File: src/rtl/tgfstv_pkg.sv
// constants for the throttle, input, fan status and temperature value bank
package tgfstv_pkg;
  // ***********************************************************
  // register offsets
  // ***********************************************************
  localparam logic [7:0] OFS_PROC1_THROTTLE = 8'h4c;
  localparam logic [7:0] OFS_PROC2_THROTTLE = 8'h4d;
  localparam logic [7:0] OFS_GENERAL_INPUT = 8'h4e;
  localparam logic [7:0] OFS_FAN_LIMIT = 8'h4f;
  localparam logic [7:0] OFS_ZONE1_TEMP = 8'h50;
  localparam logic [7:0] OFS_ZONE2_TEMP = 8'h51;
  localparam logic [7:0] OFS_ZONE3_TEMP = 8'h52;
  localparam logic [7:0] OFS_ZONE4_TEMP = 8'h53;

  // ***********************************************************
  // reset values and fixed codes
  // ***********************************************************
  localparam logic [7:0] STATUS_RESET = 8'h00;
  localparam logic [7:0] ZONE4_RESET = 8'h00;
  localparam logic [7:0] TEMP_RESET = 8'h00;
  localparam logic [7:0] DIODE_FAULT_CODE = 8'h80;
  localparam logic [7:0] UNMAPPED_READ = 8'h00;

  // ***********************************************************
  // throttle status field positions, plus the fourth fan bit
  // ***********************************************************
  localparam int BIT_ANY_THROTTLE = 0;
  localparam int BIT_UNDER_EIGHTH = 1;
  localparam int BIT_TO_QUARTER = 2;
  localparam int BIT_TO_HALF = 3;
  localparam int BIT_TO_THREE_QUARTER = 4;
  localparam int BIT_BELOW_FULL = 5;
  localparam int BIT_FULL_THROTTLE = 6;
  localparam int BIT_LIMIT_EXCEEDED = 7;
  localparam int BIT_FOURTH_FAN = 3;

  // ***********************************************************
  // measurement in 1/256 of the interval
  // ***********************************************************
  localparam logic [8:0] CNT_EIGHTH = 9'h020;
  localparam logic [8:0] CNT_QUARTER = 9'h040;
  localparam logic [8:0] CNT_HALF = 9'h080;
  localparam logic [8:0] CNT_THREE_QUARTER = 9'h0c0;
  localparam logic [8:0] CNT_FULL = 9'h100;
  localparam logic [7:0] LAST_SLOT = 8'hff;
  localparam int TICK_CYCLES = 4;

  typedef enum logic [1:0] {
    TGFSTV_S0 = 2'b00,
    TGFSTV_S1 = 2'b01,
    TGFSTV_S3 = 2'b10,
    TGFSTV_S45 = 2'b11
  } tgfstv_sleep_t;
endpackage

File: src/rtl/tgfstv_throttle_meter.sv
// measures the active fraction of one processor-hot input per interval
`timescale 1ns/1ns
`default_nettype none
module tgfstv_throttle_meter #(
  parameter int TICK_CYCLES = tgfstv_pkg::TICK_CYCLES
) (
  input wire logic clk,
  input wire logic sys_rst,
  input wire logic hot_active,
  output logic meas_valid_q,
  output logic [8:0] meas_count_q
);
  localparam int TW = (TICK_CYCLES > 1) ? $clog2(TICK_CYCLES) : 1;
  localparam logic [TW-1:0] TICK_LAST = TW'(TICK_CYCLES - 1);

  logic [TW-1:0] tick_q;
  logic [7:0] slot_q;
  logic [8:0] acc_q;
  logic tick;

  assign tick = (tick_q == TICK_LAST);

  always_ff @(posedge clk or posedge sys_rst) begin
    if (sys_rst) begin
      tick_q <= '0;
    end else if (tick) begin
      tick_q <= '0;
    end else begin
      tick_q <= tick_q + TW'(1);
    end
  end

  // 256 samples per interval, so the count is already in 1/256 units
  always_ff @(posedge clk or posedge sys_rst) begin
    if (sys_rst) begin
      slot_q <= 8'h00;
      acc_q <= 9'h000;
      meas_valid_q <= 1'b0;
      meas_count_q <= 9'h000;
    end else begin
      meas_valid_q <= 1'b0;
      if (tick) begin
        slot_q <= slot_q + 8'h01;
        if (slot_q == tgfstv_pkg::LAST_SLOT) begin
          meas_valid_q <= 1'b1;
          meas_count_q <= acc_q + {8'h00, hot_active};
          acc_q <= 9'h000;
        end else begin
          acc_q <= acc_q + {8'h00, hot_active};
        end
      end
    end
  end
endmodule
`default_nettype wire

File: src/rtl/tgfstv_top.sv
// status and value register bank: throttle bands, general inputs, fans, zone temperatures
`timescale 1ns/1ns
`default_nettype none
// Notes on behaviour
// throttle bit 0 sets whenever a measurement shows any throttling above zero.
// bit 1 for 0 to under 12.5 percent, bit 2 for 12.5 to 25.
// bit 3 for 25 to 50, bit 4 for 50 to 75, bit 5 for 75 to 100.
// bit 6 sets only when hot was active the whole interval.
// bit 7 sets when throttling exceeds that processor's programmed limit.
// only bit 7 of each throttle register feeds the host error flag.
// second processor has an identical throttle register at 4Dh.
// general input bit n sets while pin n is low, unless masked.
// fan bits 0 to 2 set when tach count exceeds the fan limit.
// fan bit 3 is read-only, bits 7:4 read as zero.
// zones 1 to 3 are updated by the block, read-only to software.
// zone 4 is written by the external master, stored as read/write.
// zones 1 and 2 read 80h when the remote diode is faulty.
// throttling is measured per interval as an active fraction in 1/256 units.
// status bits stay set until software writes one to clear them; fan bit 3 is not sticky and follows its tach comparison.
// status bits are not set in the sleep states that mask them.
module tgfstv_top #(
  parameter int TACH_W = 16,
  parameter int TICK_CYCLES = tgfstv_pkg::TICK_CYCLES
) (
  input wire logic clk,
  input wire logic sys_rst,
  input wire logic [7:0] reg_addr,
  input wire logic reg_wr,
  input wire logic [7:0] reg_wdata,
  output logic [7:0] reg_rdata_q,
  input wire logic cpu_a_hot_input_n,
  input wire logic cpu_b_hot_input_n,
  input wire logic [7:0] cpu_a_limit,
  input wire logic [7:0] cpu_b_limit,
  input wire logic [7:0] general_purpose_pin,
  input wire logic [7:0] general_input_mask,
  input wire logic [3:0][TACH_W-1:0] fan_tach_count,
  input wire logic [3:0][TACH_W-1:0] fan_tach_limit,
  input wire logic [1:0] sleep_state,
  input wire logic [7:0] zone1_sensor_value,
  input wire logic [7:0] zone2_sensor_value,
  input wire logic [7:0] zone3_sensor_value,
  input wire logic remote_diode1_fault,
  input wire logic remote_diode2_fault,
  output logic throttle_host_err
);
  // ***********************************************************
  // pin synchronisers
  // ***********************************************************
  logic [9:0] pin_meta_q;
  logic [9:0] pin_sync_q;

  // first stage is read by the second stage only
  always_ff @(posedge clk or posedge sys_rst) begin
    if (sys_rst) begin
      pin_meta_q <= 10'h3ff;
      pin_sync_q <= 10'h3ff;
    end else begin
      pin_meta_q <= {general_purpose_pin, cpu_b_hot_input_n, cpu_a_hot_input_n};
      pin_sync_q <= pin_meta_q;
    end
  end

  // ***********************************************************
  // sleep masking
  // ***********************************************************
  logic throttle_masked;
  logic input_fan_masked;

  // throttle bits are masked in S3 and S4/5, inputs and fan bits 0 to 2 also in S1
  assign throttle_masked = (sleep_state == tgfstv_pkg::TGFSTV_S3) ||
                           (sleep_state == tgfstv_pkg::TGFSTV_S45);
  assign input_fan_masked = (sleep_state != tgfstv_pkg::TGFSTV_S0);

  // ***********************************************************
  // throttle measurement and status
  // ***********************************************************
  function automatic logic [7:0] throttle_bands(input logic [8:0] n, input logic [7:0] lim);
    logic [7:0] b;
    b = 8'h00;
    b[tgfstv_pkg::BIT_ANY_THROTTLE] = (n != 9'h000);
    b[tgfstv_pkg::BIT_UNDER_EIGHTH] = (n < tgfstv_pkg::CNT_EIGHTH);
    b[tgfstv_pkg::BIT_TO_QUARTER] = (n >= tgfstv_pkg::CNT_EIGHTH) &&
                                    (n < tgfstv_pkg::CNT_QUARTER);
    b[tgfstv_pkg::BIT_TO_HALF] = (n >= tgfstv_pkg::CNT_QUARTER) &&
                                 (n < tgfstv_pkg::CNT_HALF);
    b[tgfstv_pkg::BIT_TO_THREE_QUARTER] = (n >= tgfstv_pkg::CNT_HALF) &&
                                          (n < tgfstv_pkg::CNT_THREE_QUARTER);
    b[tgfstv_pkg::BIT_BELOW_FULL] = (n >= tgfstv_pkg::CNT_THREE_QUARTER) &&
                                    (n < tgfstv_pkg::CNT_FULL);
    b[tgfstv_pkg::BIT_FULL_THROTTLE] = (n == tgfstv_pkg::CNT_FULL);
    b[tgfstv_pkg::BIT_LIMIT_EXCEEDED] = (n > {1'b0, lim});
    return b;
  endfunction

  function automatic logic [7:0] clear_bits(input logic wr, input logic [7:0] addr,
                                            input logic [7:0] ofs, input logic [7:0] data);
    return (wr && (addr == ofs)) ? data : 8'h00;
  endfunction

  logic [1:0] meas_valid;
  logic [1:0][8:0] meas_count;
  logic [1:0][7:0] thr_limit;
  logic [1:0][7:0] thr_ofs;
  logic [1:0][7:0] thr_set;
  logic [1:0][7:0] thr_clr;
  logic [1:0][7:0] thr_q;

  assign thr_limit[0] = cpu_a_limit;
  assign thr_limit[1] = cpu_b_limit;
  assign thr_ofs[0] = tgfstv_pkg::OFS_PROC1_THROTTLE;
  assign thr_ofs[1] = tgfstv_pkg::OFS_PROC2_THROTTLE;

  for (genvar p = 0; p < 2; p++) begin : g_proc
    tgfstv_throttle_meter #(
      .TICK_CYCLES(TICK_CYCLES)
    ) u_meter (
      .clk(clk),
      .sys_rst(sys_rst),
      .hot_active(~pin_sync_q[p]),
      .meas_valid_q(meas_valid[p]),
      .meas_count_q(meas_count[p])
    );

    assign thr_set[p] = (meas_valid[p] && !throttle_masked) ?
                        throttle_bands(meas_count[p], thr_limit[p]) : 8'h00;
    assign thr_clr[p] = clear_bits(reg_wr, reg_addr, thr_ofs[p], reg_wdata);

    // a set in the clearing cycle survives the clear
    always_ff @(posedge clk or posedge sys_rst) begin
      if (sys_rst) begin
        thr_q[p] <= tgfstv_pkg::STATUS_RESET;
      end else begin
        thr_q[p] <= (thr_q[p] & ~thr_clr[p]) | thr_set[p];
      end
    end
  end

  assign throttle_host_err = thr_q[0][tgfstv_pkg::BIT_LIMIT_EXCEEDED] |
                             thr_q[1][tgfstv_pkg::BIT_LIMIT_EXCEEDED];

  // ***********************************************************
  // general inputs and fans
  // ***********************************************************
  logic [7:0] gpi_set;
  logic [7:0] gpi_clr;
  logic [7:0] gpi_q;
  logic [2:0] fan_set;
  logic [7:0] fan_clr_all;
  logic [2:0] fan_clr;
  logic [2:0] fan_q;
  logic [3:0] fan_over;
  logic fourth_fan_tach_flag_q;

  assign gpi_set = input_fan_masked ? 8'h00 :
                   (~pin_sync_q[9:2] & ~general_input_mask);
  assign gpi_clr = clear_bits(reg_wr, reg_addr, tgfstv_pkg::OFS_GENERAL_INPUT, reg_wdata);

  always_ff @(posedge clk or posedge sys_rst) begin
    if (sys_rst) begin
      gpi_q <= tgfstv_pkg::STATUS_RESET;
    end else begin
      gpi_q <= (gpi_q & ~gpi_clr) | gpi_set;
    end
  end

  for (genvar f = 0; f < 4; f++) begin : g_fan
    assign fan_over[f] = (fan_tach_count[f] > fan_tach_limit[f]);
  end

  assign fan_set = input_fan_masked ? 3'h0 : fan_over[2:0];
  assign fan_clr_all = clear_bits(reg_wr, reg_addr, tgfstv_pkg::OFS_FAN_LIMIT, reg_wdata);
  // only the three sticky fan bits take a clear; bit 3 and up are not writable
  assign fan_clr = fan_clr_all[2:0];

  always_ff @(posedge clk or posedge sys_rst) begin
    if (sys_rst) begin
      fan_q <= 3'h0;
      fourth_fan_tach_flag_q <= 1'b0;
    end else begin
      fan_q <= (fan_q & ~fan_clr) | fan_set;
      // the fourth fan bit follows the comparison and ignores writes
      fourth_fan_tach_flag_q <= fan_over[3];
    end
  end

  // ***********************************************************
  // zone temperatures
  // ***********************************************************
  logic [7:0] zone1_q;
  logic [7:0] zone2_q;
  logic [7:0] zone3_q;
  logic [7:0] zone4_q;

  always_ff @(posedge clk or posedge sys_rst) begin
    if (sys_rst) begin
      zone1_q <= tgfstv_pkg::TEMP_RESET;
      zone2_q <= tgfstv_pkg::TEMP_RESET;
      zone3_q <= tgfstv_pkg::TEMP_RESET;
    end else begin
      zone1_q <= remote_diode1_fault ? tgfstv_pkg::DIODE_FAULT_CODE :
                 zone1_sensor_value;
      zone2_q <= remote_diode2_fault ? tgfstv_pkg::DIODE_FAULT_CODE :
                 zone2_sensor_value;
      zone3_q <= zone3_sensor_value;
    end
  end

  // only the external master changes zone 4
  always_ff @(posedge clk or posedge sys_rst) begin
    if (sys_rst) begin
      zone4_q <= tgfstv_pkg::ZONE4_RESET;
    end else if (reg_wr && (reg_addr == tgfstv_pkg::OFS_ZONE4_TEMP)) begin
      zone4_q <= reg_wdata;
    end
  end

  // ***********************************************************
  // read path
  // ***********************************************************
  logic [7:0] read_mux;

  always_comb begin
    unique case (reg_addr)
      tgfstv_pkg::OFS_PROC1_THROTTLE: read_mux = thr_q[0];
      tgfstv_pkg::OFS_PROC2_THROTTLE: read_mux = thr_q[1];
      tgfstv_pkg::OFS_GENERAL_INPUT: read_mux = gpi_q;
      tgfstv_pkg::OFS_FAN_LIMIT: read_mux = {4'h0, fourth_fan_tach_flag_q, fan_q};
      tgfstv_pkg::OFS_ZONE1_TEMP: read_mux = zone1_q;
      tgfstv_pkg::OFS_ZONE2_TEMP: read_mux = zone2_q;
      tgfstv_pkg::OFS_ZONE3_TEMP: read_mux = zone3_q;
      tgfstv_pkg::OFS_ZONE4_TEMP: read_mux = zone4_q;
      default: read_mux = tgfstv_pkg::UNMAPPED_READ;
    endcase
  end

  // read data lags the address by one clock
  always_ff @(posedge clk or posedge sys_rst) begin
    if (sys_rst) begin
      reg_rdata_q <= tgfstv_pkg::UNMAPPED_READ;
    end else begin
      reg_rdata_q <= read_mux;
    end
  end
endmodule
`default_nettype wire

File: config.mk
export PLATFORM = sky130hd
export DESIGN_NAME = tgfstv_top
export DESIGN_NICKNAME = d
export VERILOG_FILES = /design/src/rtl/tgfstv_pkg.sv /design/src/rtl/tgfstv_throttle_meter.sv /design/src/rtl/tgfstv_top.sv
export SDC_FILE = /design/constraint.sdc
export NUM_CORES = 1
export LEC_CHECK = 0
export ABC_AREA = 1
export BUFFER_PORTS_ARGS = -buffer_cell sky130_fd_sc_hd__buf_2
export CAP_MARGIN = 0
export CORE_MARGIN = 2
export CORE_UTILIZATION = 45
export DETAILED_ROUTE_END_ITERATION = 8
export MAX_ROUTING_LAYER = met4
export PLACE_DENSITY_LB_ADDON = 0.05
export RECOVER_POWER = 25
export SYNTH_ARGS = -nofsm -noshare
export SYNTH_HDL_FRONTEND = slang
export SYNTH_SLANG_ARGS = --single-unit
File: constraint.sdc
create_clock -name clk -period 12.05 [get_ports clk]
set_clock_uncertainty 0.2 [all_clocks]
set_input_delay 1.205 -clock clk [delete_from_list [all_inputs] [get_ports clk]]
set_output_delay 1.205 -clock clk [all_outputs]
set_load 0.005 [all_outputs]
==> metrics, run 1 <==
peak supply drop=between 100 and 150 uV; ranking of synthesized cells by area=dfrtp_1 38%, nand2_1 14%, ha_1 13%, inv_1 7.5%, dfstp_2 6.4%; Antenna diodes=0; worst r2r dst=g_proc[1].u_meter.acc_q[3]$_DFFE_PP0P_; clock latency on the worst-skew pair=around 430 ps; std cell rows=approximately 50; starting density of the core=45.91%; Critical Path Sink=g_proc[0].u_meter.meas_count_q[5]$_DFFE_PP0P_; worst hold path type=reg2reg; Vias=about 6,900; DRT iter0 DRCs=roughly 310; mapped cell area=8275 um^2; Max Cap Viol=1; post-synth net total=around 1,300; Top Ports=roughly 220; residual DRC count=0; DIE HEIGHT=approximately 140 um; clk slew on worst S/H paths=60 ps; CP startpoint kind=input pin; R2R setup slack=~10,000 ps; vias in the first global route=~6,600; Setup TNS Final=0 ps; TritonRoute pass-1 iters=4; ys flop type=dfrtp_1; Min Hold Slack=155.3 ps; Mapped Cells=slightly above 1,000; reg2reg path depth=5; CTS sink count=roughly 150; worst-path cell with the longest stage delay=clkinvlp_2; Slew headroom=-139.3%; fmax=approximately 0.25 GHz; most common cell in the netlist=nand2_1; final WL=between 15,000 and 20,000 um; post-synthesis register bit count=between 100 and 150; CTS tree=yes; Detail Route Antenna Nets=0; critical-path maximum fanout=83; CP Capture Type=async pin; outcome=finished, violations left; initial antenna violation count=0; drt via density=roughly 4.7; CP cell instances=buf_2 > clkinvlp_2 > buf_4; detailed placement HPWL=14,940 um; fin util=about 57%; library cells used by synthesis=35; P_leak=slightly below 6 nW; global-route wire length before repair=roughly 30,000 um; EDFF count, synth=0; # setup viols final=0; port buffer count=217; layout cells sized above 1=between 20% and 30%; synth warn=0; RSZ-0062 raised after global routing=false; Inserted Clock Buffers=17; worst setup path startpoint=sys_rst; post-CTS setup buffers=0; Tcrit/Tclk final=about a third; Worst EP arrival=4300 ps; Worst Path Buf+Inv=3; cell count along the critical path=3; Total GRT Usage=about 20%; critical path required time=12,300 ps; die width=around 140 um; core area=~18,000 um^2; most frequent cells after synthesis=307 x nand2_1, 166 x inv_1, 126 x dfrtp_1, 91 x nor2_1, 88 x ha_1; Synth async-reset ratio=between 90% and 100%; Final #Nets=about 1,500; Die Footprint=roughly 19,000 um^2; Pwr Density=approximately 120 nW/um^2; Crit Path Category=in2async; cts repair resizes=0; largest net degree at the start of global routing=between 80 and 90; Yosys top cell area share=38.10%; H-tree Lvls=4; Root Driver=clkbuf_16; Area growth syn-to-layout=23.77%; Synth area leader=dfrtp_1; Filler cells=around 1,700; Final Hold Viols=0; Final min period=around 4000 ps; remaining global-route overflow=0; Worst Max-Slew Pin Slew=roughly 3600 ps; Post-CTS Hold Fix Bufs=0; Critical Path Max Stage Delay=roughly 2000 ps; sequential share of the synthesized area=44.45%; failing checks=capacitance limit, slew limit; RePlAce Congestion=about 0.84; Max Slew Vio Count=84; CP top delay family=buffers and inverters; worst r2r src=g_proc[1].u_meter.tick_q[0]$_DFF_PP0_; DR WL/cell=between 10 and 15 um; Mapped Avg Cell Area=between 8 and 9 um^2; clk buf depth=2
==> routing by layer <==
metal / routed length, um / GRT usage, %
met1: 8787 / 26.48
met2: 8912 / 32.30
met3: 908 / 4.680
met4: 268 / 5.053
met5: 0 / -
==> area by class of cell <==
| cell class | count | area [um^2] | area share (%) |
|---|---|---|---|
| multi-input combinational | 699 | 3921 | 38.28 |
| sequential | 146 | 3679 | 35.92 |
| timing repair buffer | 218 | 1091 | 10.65 |
| inverter | 166 | 624.3 | 6.096 |
| clock buffer | 19 | 442.9 | 4.324 |
| tap | 229 | 286.5 | 2.797 |
| clock inverter | 13 | 197.7 | 1.930 |
==> cell usage in the layout, fill, tap and decap left out, types with 20 or more instances in the layout <==
master | Yosys | routed
nand2_1 | 307 | 307
buf_2 | 3 | 215
inv_1 | 166 | 165
dfrtp_1 | 126 | 126
nor2_1 | 91 | 91
ha_1 | 88 | 88
o21ai_0 | 47 | 47
nand3_1 | 44 | 44
a21oi_1 | 35 | 35
xor2_1 | 21 | 21
dfstp_2 | 20 | 20
==> kinds of logic after synthesis <==
family	synth area share (%)
AO/OA/AOI/OAI	7.288
XOR/XNOR	2.963
adder cells (fa/ha/maj)	13.31
buffers and inverters	8.164
flip-flops	44.45
AND/OR/NAND/NOR	23.83
==> state kept, by name, indices dropped and copies added (netlist names) <==
name                         count
pin_meta_q                      10
g_proc.u_meter.acc_q            18
reg_rdata_q                      8
fan_q                            3
g_proc.u_meter.meas_valid_q      2
zone3_q                          8
fourth_fan_tach_flag_q           1
g_proc.u_meter.slot_q           16
gpi_q                            8
zone1_q                          8
g_proc.u_meter.meas_count_q     18
g_proc.u_meter.tick_q            4
zone4_q                          8
thr_q                           16
pin_sync_q                      10
zone2_q                          8
==> worst min path at each step <==
stage,start,end,depth (start not counted)
final,pin_meta_q[2]$_DFF_PP1_,pin_sync_q[2]$_DFF_PP1_,0
after detailed placement,pin_meta_q[5]$_DFF_PP1_,pin_sync_q[5]$_DFF_PP1_,0
after global routing,pin_meta_q[2]$_DFF_PP1_,pin_sync_q[2]$_DFF_PP1_,0
after global placement,pin_meta_q[7]$_DFF_PP1_,pin_sync_q[7]$_DFF_PP1_,0
after CTS,pin_meta_q[2]$_DFF_PP1_,pin_sync_q[2]$_DFF_PP1_,0
after floorplan,pin_meta_q[0]$_DFF_PP1_,pin_sync_q[0]$_DFF_PP1_,0
==> where the power goes <==
| part | switching, mW | leakage [nW] | internal (mW) | total [mW] |
|---|---|---|---|---|
| Sequential | 0.0170 | 1.83 | 0.519 | 0.536 |
| Clock | 0.211 | 0.315 | 0.356 | 0.568 |
| Combinational | 0.0833 | 3.75 | 0.0706 | 0.154 |
| Total | 0.312 | 5.90 | 0.946 | 1.26 |
==> per-stage QoR <==
step / power, mW / setup slack, ps / cell area [um^2] / instances
after CTS: 1.271 / 9343 / 10250 / 1490
after floorplan: 0.6369 / 6755 / 8275 / 1020
after global routing: 1.324 / 7306 / 10240 / 1490
after detailed placement: 0.6999 / 8908 / 9608 / 1458
final: 1.258 / 8004 / 10240 / 1490
after global placement: 0.6982 / 9011 / 9608 / 1458
(Power assumes the default switching activity.)
==> inputs of run 2 (changes only) <==
clock period = 3.6 ns   (was 12.05 ns; I/O delays follow)
==> run 2 against run 1 <==
Effect of this change: first-iteration DRC count fell by 30%; highest routed layer unchanged; worst setup slack got worse by 6700 ps; hold slack got worse by 150 ps; register-to-register slack got worse by 8300 ps; cell count rose by 3.2%; global-route usage rose by 0.70 points; the flow still finishes with violations (capacitance limit, slew limit); sequential power rose to 3.3 times the previous value.
==> metrics, run 2 (synthesis results as in run 1) <==
outcome=finished, violations left; failing checks=capacitance limit, slew limit; Die Footprint=between 15,000 and 20,000 um^2; worst hold path type=in2reg; detailed placement HPWL=around 15,000 um; residual DRC count=0; sw power=about 1.1 mW; drt via density=between 4 and 5; post-CTS setup buffers=0; DIE HEIGHT=139.6 um; worst-path cell with the longest stage delay=clkinvlp_2; Critical Path Max Stage Delay=between 1000 and 1500 ps; R2R setup slack=~1700 ps; worst r2r src=g_proc[0].u_meter.tick_q[0]$_DFF_PP0_; Max Slew Vio Count=40; remaining global-route overflow=0; starting density of the core=between 40% and 50%; most common cell after layout, fill and taps aside=nand2_1; Placed Cells incl. Taps=around 1,500; sw frac=approximately 25%; Final Hold Viols=0; RePlAce Congestion=0.8543; Reg area=approximately 3700 um^2; Filler cells=between 1,500 and 2,000; Worst Max-Slew Pin Slew=1910 ps; CTS sink count=about 150; commonest non-fill, non-tap cells in the layout=308 x nand2_1, 212 x buf_2, 165 x inv_1; Detail Route Antenna Nets=0; Final #Nets=approximately 1,600; post-route insts no fill=between 1,500 and 2,000; Clock power frac=between 40% and 50%; clk buf depth=2; worst r2r dst=g_proc[0].u_meter.meas_count_q[0]$_DFFE_PP0P_; Root Driver=clkbuf_16; Top Ports=218; reg2reg path depth=5; P_leak=around 6.1 nW; Vias=~7,100; Final min period=between 2000 and 2500 ps; Largest regs=g_proc.u_meter.acc_q x18, g_proc.u_meter.meas_count_q x18; cts repair resizes=0; layout cells sized above 1=21.48%; peak supply drop=around 330 uV; Max Cap Viol=1; Multi-input gate area=~3900 um^2; part of the power in combinational logic=13.4%; Hold Path Stages=2; Area growth syn-to-layout=28.76%; Inserted Clock Buffers=17; fmax=between 0.4 and 0.5 GHz; initial antenna violation count=1; DRT iter0 DRCs=around 220; hold endpoint=zone2_q[2]$_DFF_PP0_; clock latency on the worst-skew pair=420 ps; H-tree Lvls=4; Tcrit/Tclk final=approximately 64%; std cell rows=49; Pwr Density=392.6 nW/um^2; port buffer count=between 200 and 250; TritonRoute pass-1 iters=5; largest net degree at the start of global routing=50; critical path required time=~4000 ps; Sequential Power Share=around 43%; global-route wire length before repair=roughly 32,000 um; Total GRT Usage=20.99%; RSZ-0062 raised after global routing=false; DR WL/cell=approximately 12 um; vias in the first global route=6,941; CTS tree=yes; clk slew on worst S/H paths=~60 ps; Setup TNS Final=0 ps; CP startpoint kind=input pin; Worst EP arrival=approximately 2700 ps; CP Capture Type=async pin; final WL=19,140 um; core area=between 15,000 and 20,000 um^2; Crit Path Category=in2async; fin util=approximately three fifths; critical-path maximum fanout=approximately 40; Worst Hold Launch=remote_diode2_fault; # setup viols final=0; Int Pwr=approximately 3.1 mW; CP cell instances=dlygate4sd3_1 > buf_2 > clkinvlp_2 > buf_4; Slew headroom=-28.05%; die width=~140 um
-- run 2: how the worst max path moves through the flow --
stage	from	depth (start not counted)	slack [ps]	to
floorplan	sys_rst	1	1220	fan_q[0]$_DFF_PP0_
global placement	reg_addr[7]	7	1420	thr_q[10]$_DFF_PP0_
detailed placement	reg_addr[7]	7	1290	thr_q[9]$_DFF_PP0_
CTS	g_proc[0].u_meter.tick_q[0]$_DFF_PP0_	4	1600	g_proc[0].u_meter.meas_count_q[0]$_DFFE_PP0P_
global route	sys_rst	4	950	zone2_q[4]$_DFF_PP0_
finish	sys_rst	4	1280	zone1_q[4]$_DFF_PP0_
-- run 2: repair_timing --
action,in CTS,in global routing
hold buffers,45,0
setup endpoints to repair,0,0
hold endpoints to repair,71,0
-- run 2: final cells by class --
| class | count | area share (%) |
|---|---|---|
| Antenna cell | 1 | 0.02349 |
| Clock buffer | 19 | 4.157 |
| Clock inverter | 13 | 1.644 |
| Inverter | 166 | 5.860 |
| Multi-Input combinational cell | 699 | 36.30 |
| Sequential cell | 146 | 34.52 |
| Tap cell | 229 | 2.689 |
| Timing Repair Buffer | 265 | 14.81 |
-- run 2: layer usage --
| metal | GRT usage [%] | share of wire (%) |
|---|---|---|
| met4 | 4.789 | 1.2 |
| met1 | 26.78 | 46 |
| met3 | 4.095 | 4.9 |
| met5 | - | 0 |
| met2 | 34.91 | 48 |
-- run 2: stage by stage --
step	hold slack [ps]	power [mW]	area [um^2]	setup slack, ps
floorplan	145.2	2.132	8279	1223
global placement	145.2	2.347	9647	1416
detailed placement	147.2	2.353	9647	1289
CTS	0.5471	4.227	10720	1604
global route	8.532	4.396	10660	949.2
finish	10.27	4.183	10660	1280
-- run 2: power by group through the flow --
stage	Sequential [mW]	Combinational, mW	Clock (mW)
5_1_grt	1.80	0.654	1.94
6_report	1.79	0.560	1.83
2_1_floorplan	1.81	0.324	0
4_1_cts	1.79	0.573	1.86
3_3_place_gp	1.82	0.528	0
3_5_place_dp	1.82	0.532	0
-- run 2: worst max-delay path, delay by kind of cell --
| family | cells | cell delay (ps) |
|---|---|---|
| buffers and inverters | 4 | 2280 |
==> inputs of run 3 (changes only) <==
clock period = 2.24 ns   (was 3.6 ns; I/O delays follow)
==> run 3 against run 2 <==
Effect of this change: the flow now finishes without violations; sequential share of layout area down 0.84 points; utilization increased by 1.5 points; via count up 3.1%; non-clock buffer count increased by 27; routed wire length rose by 4.1%; die area unchanged; power is 59% higher; global-route usage increased by 0.94 points; combinational power rose by 70%; clock-buffer cell count fell by 1; critical path type is now reg2reg.
==> metrics, run 3 (synthesis results as in run 1) <==
detailed placement HPWL=~15,000 um; drt via density=between 4 and 5; Detail Route Antenna Nets=0; reg2reg path depth=9; H-tree Lvls=4; Largest regs=g_proc.u_meter.acc_q x18, g_proc.u_meter.meas_count_q x18; critical path required time=2380 ps; post-CTS setup buffers=0; CP cell instances=inv_1 > ha_1 > ha_1 > nand3_1 > nor2_1 > nand3_1 > xor2_1 > nand2_1 > o21ai_0; Final Hold Viols=0; DRT iter0 DRCs=between 200 and 300; peak supply drop=~550 uV; std cell rows=between 40 and 50; Min Hold Slack=approximately 31 ps; RSZ-0062 raised after global routing=false; Tcrit/Tclk final=a little over four fifths; most common cell after layout, fill and taps aside=nand2_1; DR WL/cell=~13 um; Antenna diodes=0; final WL=19,940 um; worst hold path type=in2reg; Worst Max-Slew Pin Slew=roughly 660 ps; initial antenna violation count=0; DIE HEIGHT=approximately 140 um; sw frac=a little over a quarter; Placed Cells incl. Taps=roughly 1,500; Metal-1 WL=just over 9000 um; Pwr Density=around 610 nW/um^2; P_leak=6.212 nW; worst r2r dst=g_proc[0].u_meter.meas_count_q[8]$_DFFE_PP0P_; die width=139.6 um; Root Driver=clkbuf_16; Slew headroom=a little under three fifths; Post-CTS Hold Fix Bufs=67; DR top layer=met4; placed inst area=~9700 um^2; Max Cap Viol=0; Sequential Power Share=around 43%; port buffer count=approximately 220; worst r2r src=pin_sync_q[0]$_DFF_PP1_; residual DRC count=0; Max Slew Vio Count=0; Total GRT Usage=21.93%; Hold Path Stages=4; Final min period=1880 ps; sw power=1.738 mW; global-route wire length before repair=around 34,000 um; Worst EP arrival=between 2000 and 2500 ps; TritonRoute pass-1 iters=5; RePlAce Congestion=between 0.8 and 0.9; Area growth syn-to-layout=31.96%; worst-path cell with the longest stage delay=dfstp_2; Critical Path Max Stage Delay=about 520 ps; hold endpoint=gpi_q[6]$_DFF_PP0_; remaining global-route overflow=0; CTS tree=yes; starting density of the core=between 40% and 50%; CP startpoint kind=register; clock latency on the worst-skew pair=~420 ps; CTS sink count=146; Inserted Clock Buffers=17; routed length on met2=about 9700 um; critical-path maximum fanout=2; Clock power frac=a little over two fifths; fin util=around three fifths; CP Capture Type=register; Worst Hold Launch=reg_wr; commonest non-fill, non-tap cells in the layout=307 x nand2_1, 217 x buf_2, 165 x inv_1; Top Ports=roughly 220; vias in the first global route=~7,300; core area=approximately 18,000 um^2; Int Pwr=about 4.9 mW; part of the power in combinational logic=14.3%; post-route insts no fill=between 1,500 and 2,000; Final Power=approximately 6.6 mW; outcome=completed; Filler cells=1,675; clk slew on worst S/H paths=approximately 60 ps; cts repair resizes=0; final instance area=approximately 11,000 um^2; R2R setup slack=roughly 360 ps; largest net degree at the start of global routing=95; # setup viols final=0; met3 WL=roughly 800 um; Vias=around 7,300; fmax=approximately 0.53 GHz; Crit Path Category=reg2reg; layout cells sized above 1=22.47%; Die Footprint=slightly below 20,000 um^2; clk buf depth=2; Final #Nets=1,619
-- run 3: final cells by class --
class | instances | area, um^2 | area share (%)
multi-input cells | 699 | 3921 | 35.91
clock inverters | 14 | 151.4 | 1.386
flip-flops and latches | 146 | 3679 | 33.68
well taps | 229 | 286.5 | 2.624
repair buffers | 292 | 1829 | 16.75
inverters | 166 | 624.3 | 5.717
clock buffers | 18 | 429.2 | 3.930
-- run 3: power groups by stage --
stage	Clock, mW	Combinational, mW	Sequential, mW
2_1_floorplan	0	0.521	2.91
3_3_place_gp	0	0.856	2.93
3_5_place_dp	0	0.862	2.93
4_1_cts	2.86	0.961	2.88
5_1_grt	2.97	1.11	2.90
6_report	2.82	0.951	2.88
-- run 3: worst max-delay path: cells and delay by family, from the launching register on --
family | cells | cell delay, ps
AOI/OAI and AO/OA | 1 | 70
xor gates and xnor gates | 1 | 210
adders and majority gates | 2 | 410
buffers and inverters | 1 | 40
DFF | 1 | 520
and+or+nand+nor | 4 | 360
-- run 3: worst max-delay path by stage --
| stage | start | end | slack [ps] |
|---|---|---|---|
| after floorplan | sys_rst | fan_q[0]$_DFF_PP0_ | -0.7 |
| after global placement | pin_sync_q[1]$_DFF_PP1_ | g_proc[1].u_meter.meas_count_q[8]$_DFFE_PP0P_ | 460 |
| after detailed placement | pin_sync_q[1]$_DFF_PP1_ | g_proc[1].u_meter.acc_q[8]$_DFFE_PP0P_ | 390 |
| after CTS | pin_sync_q[1]$_DFF_PP1_ | g_proc[1].u_meter.acc_q[8]$_DFFE_PP0P_ | 360 |
| after global routing | pin_sync_q[0]$_DFF_PP1_ | g_proc[0].u_meter.meas_count_q[8]$_DFFE_PP0P_ | 220 |
| final | pin_sync_q[0]$_DFF_PP1_ | g_proc[0].u_meter.meas_count_q[8]$_DFFE_PP0P_ | 360 |
-- run 3: metal layers --
metal,track usage [%],vias to the layer above
li1,-,3804
met1,27.82,3322
met2,36.66,140
met3,4.783,15
met4,4.158,0
met5,-,-
-- run 3: through the flow --
stage,setup TNS (ps),setup slack (ps)
floorplan,-87.04,-0.6908
global placement,0,456.2
detailed placement,0,391.0
CTS,0,359.7
global route,0,222.8
finish,0,359.9
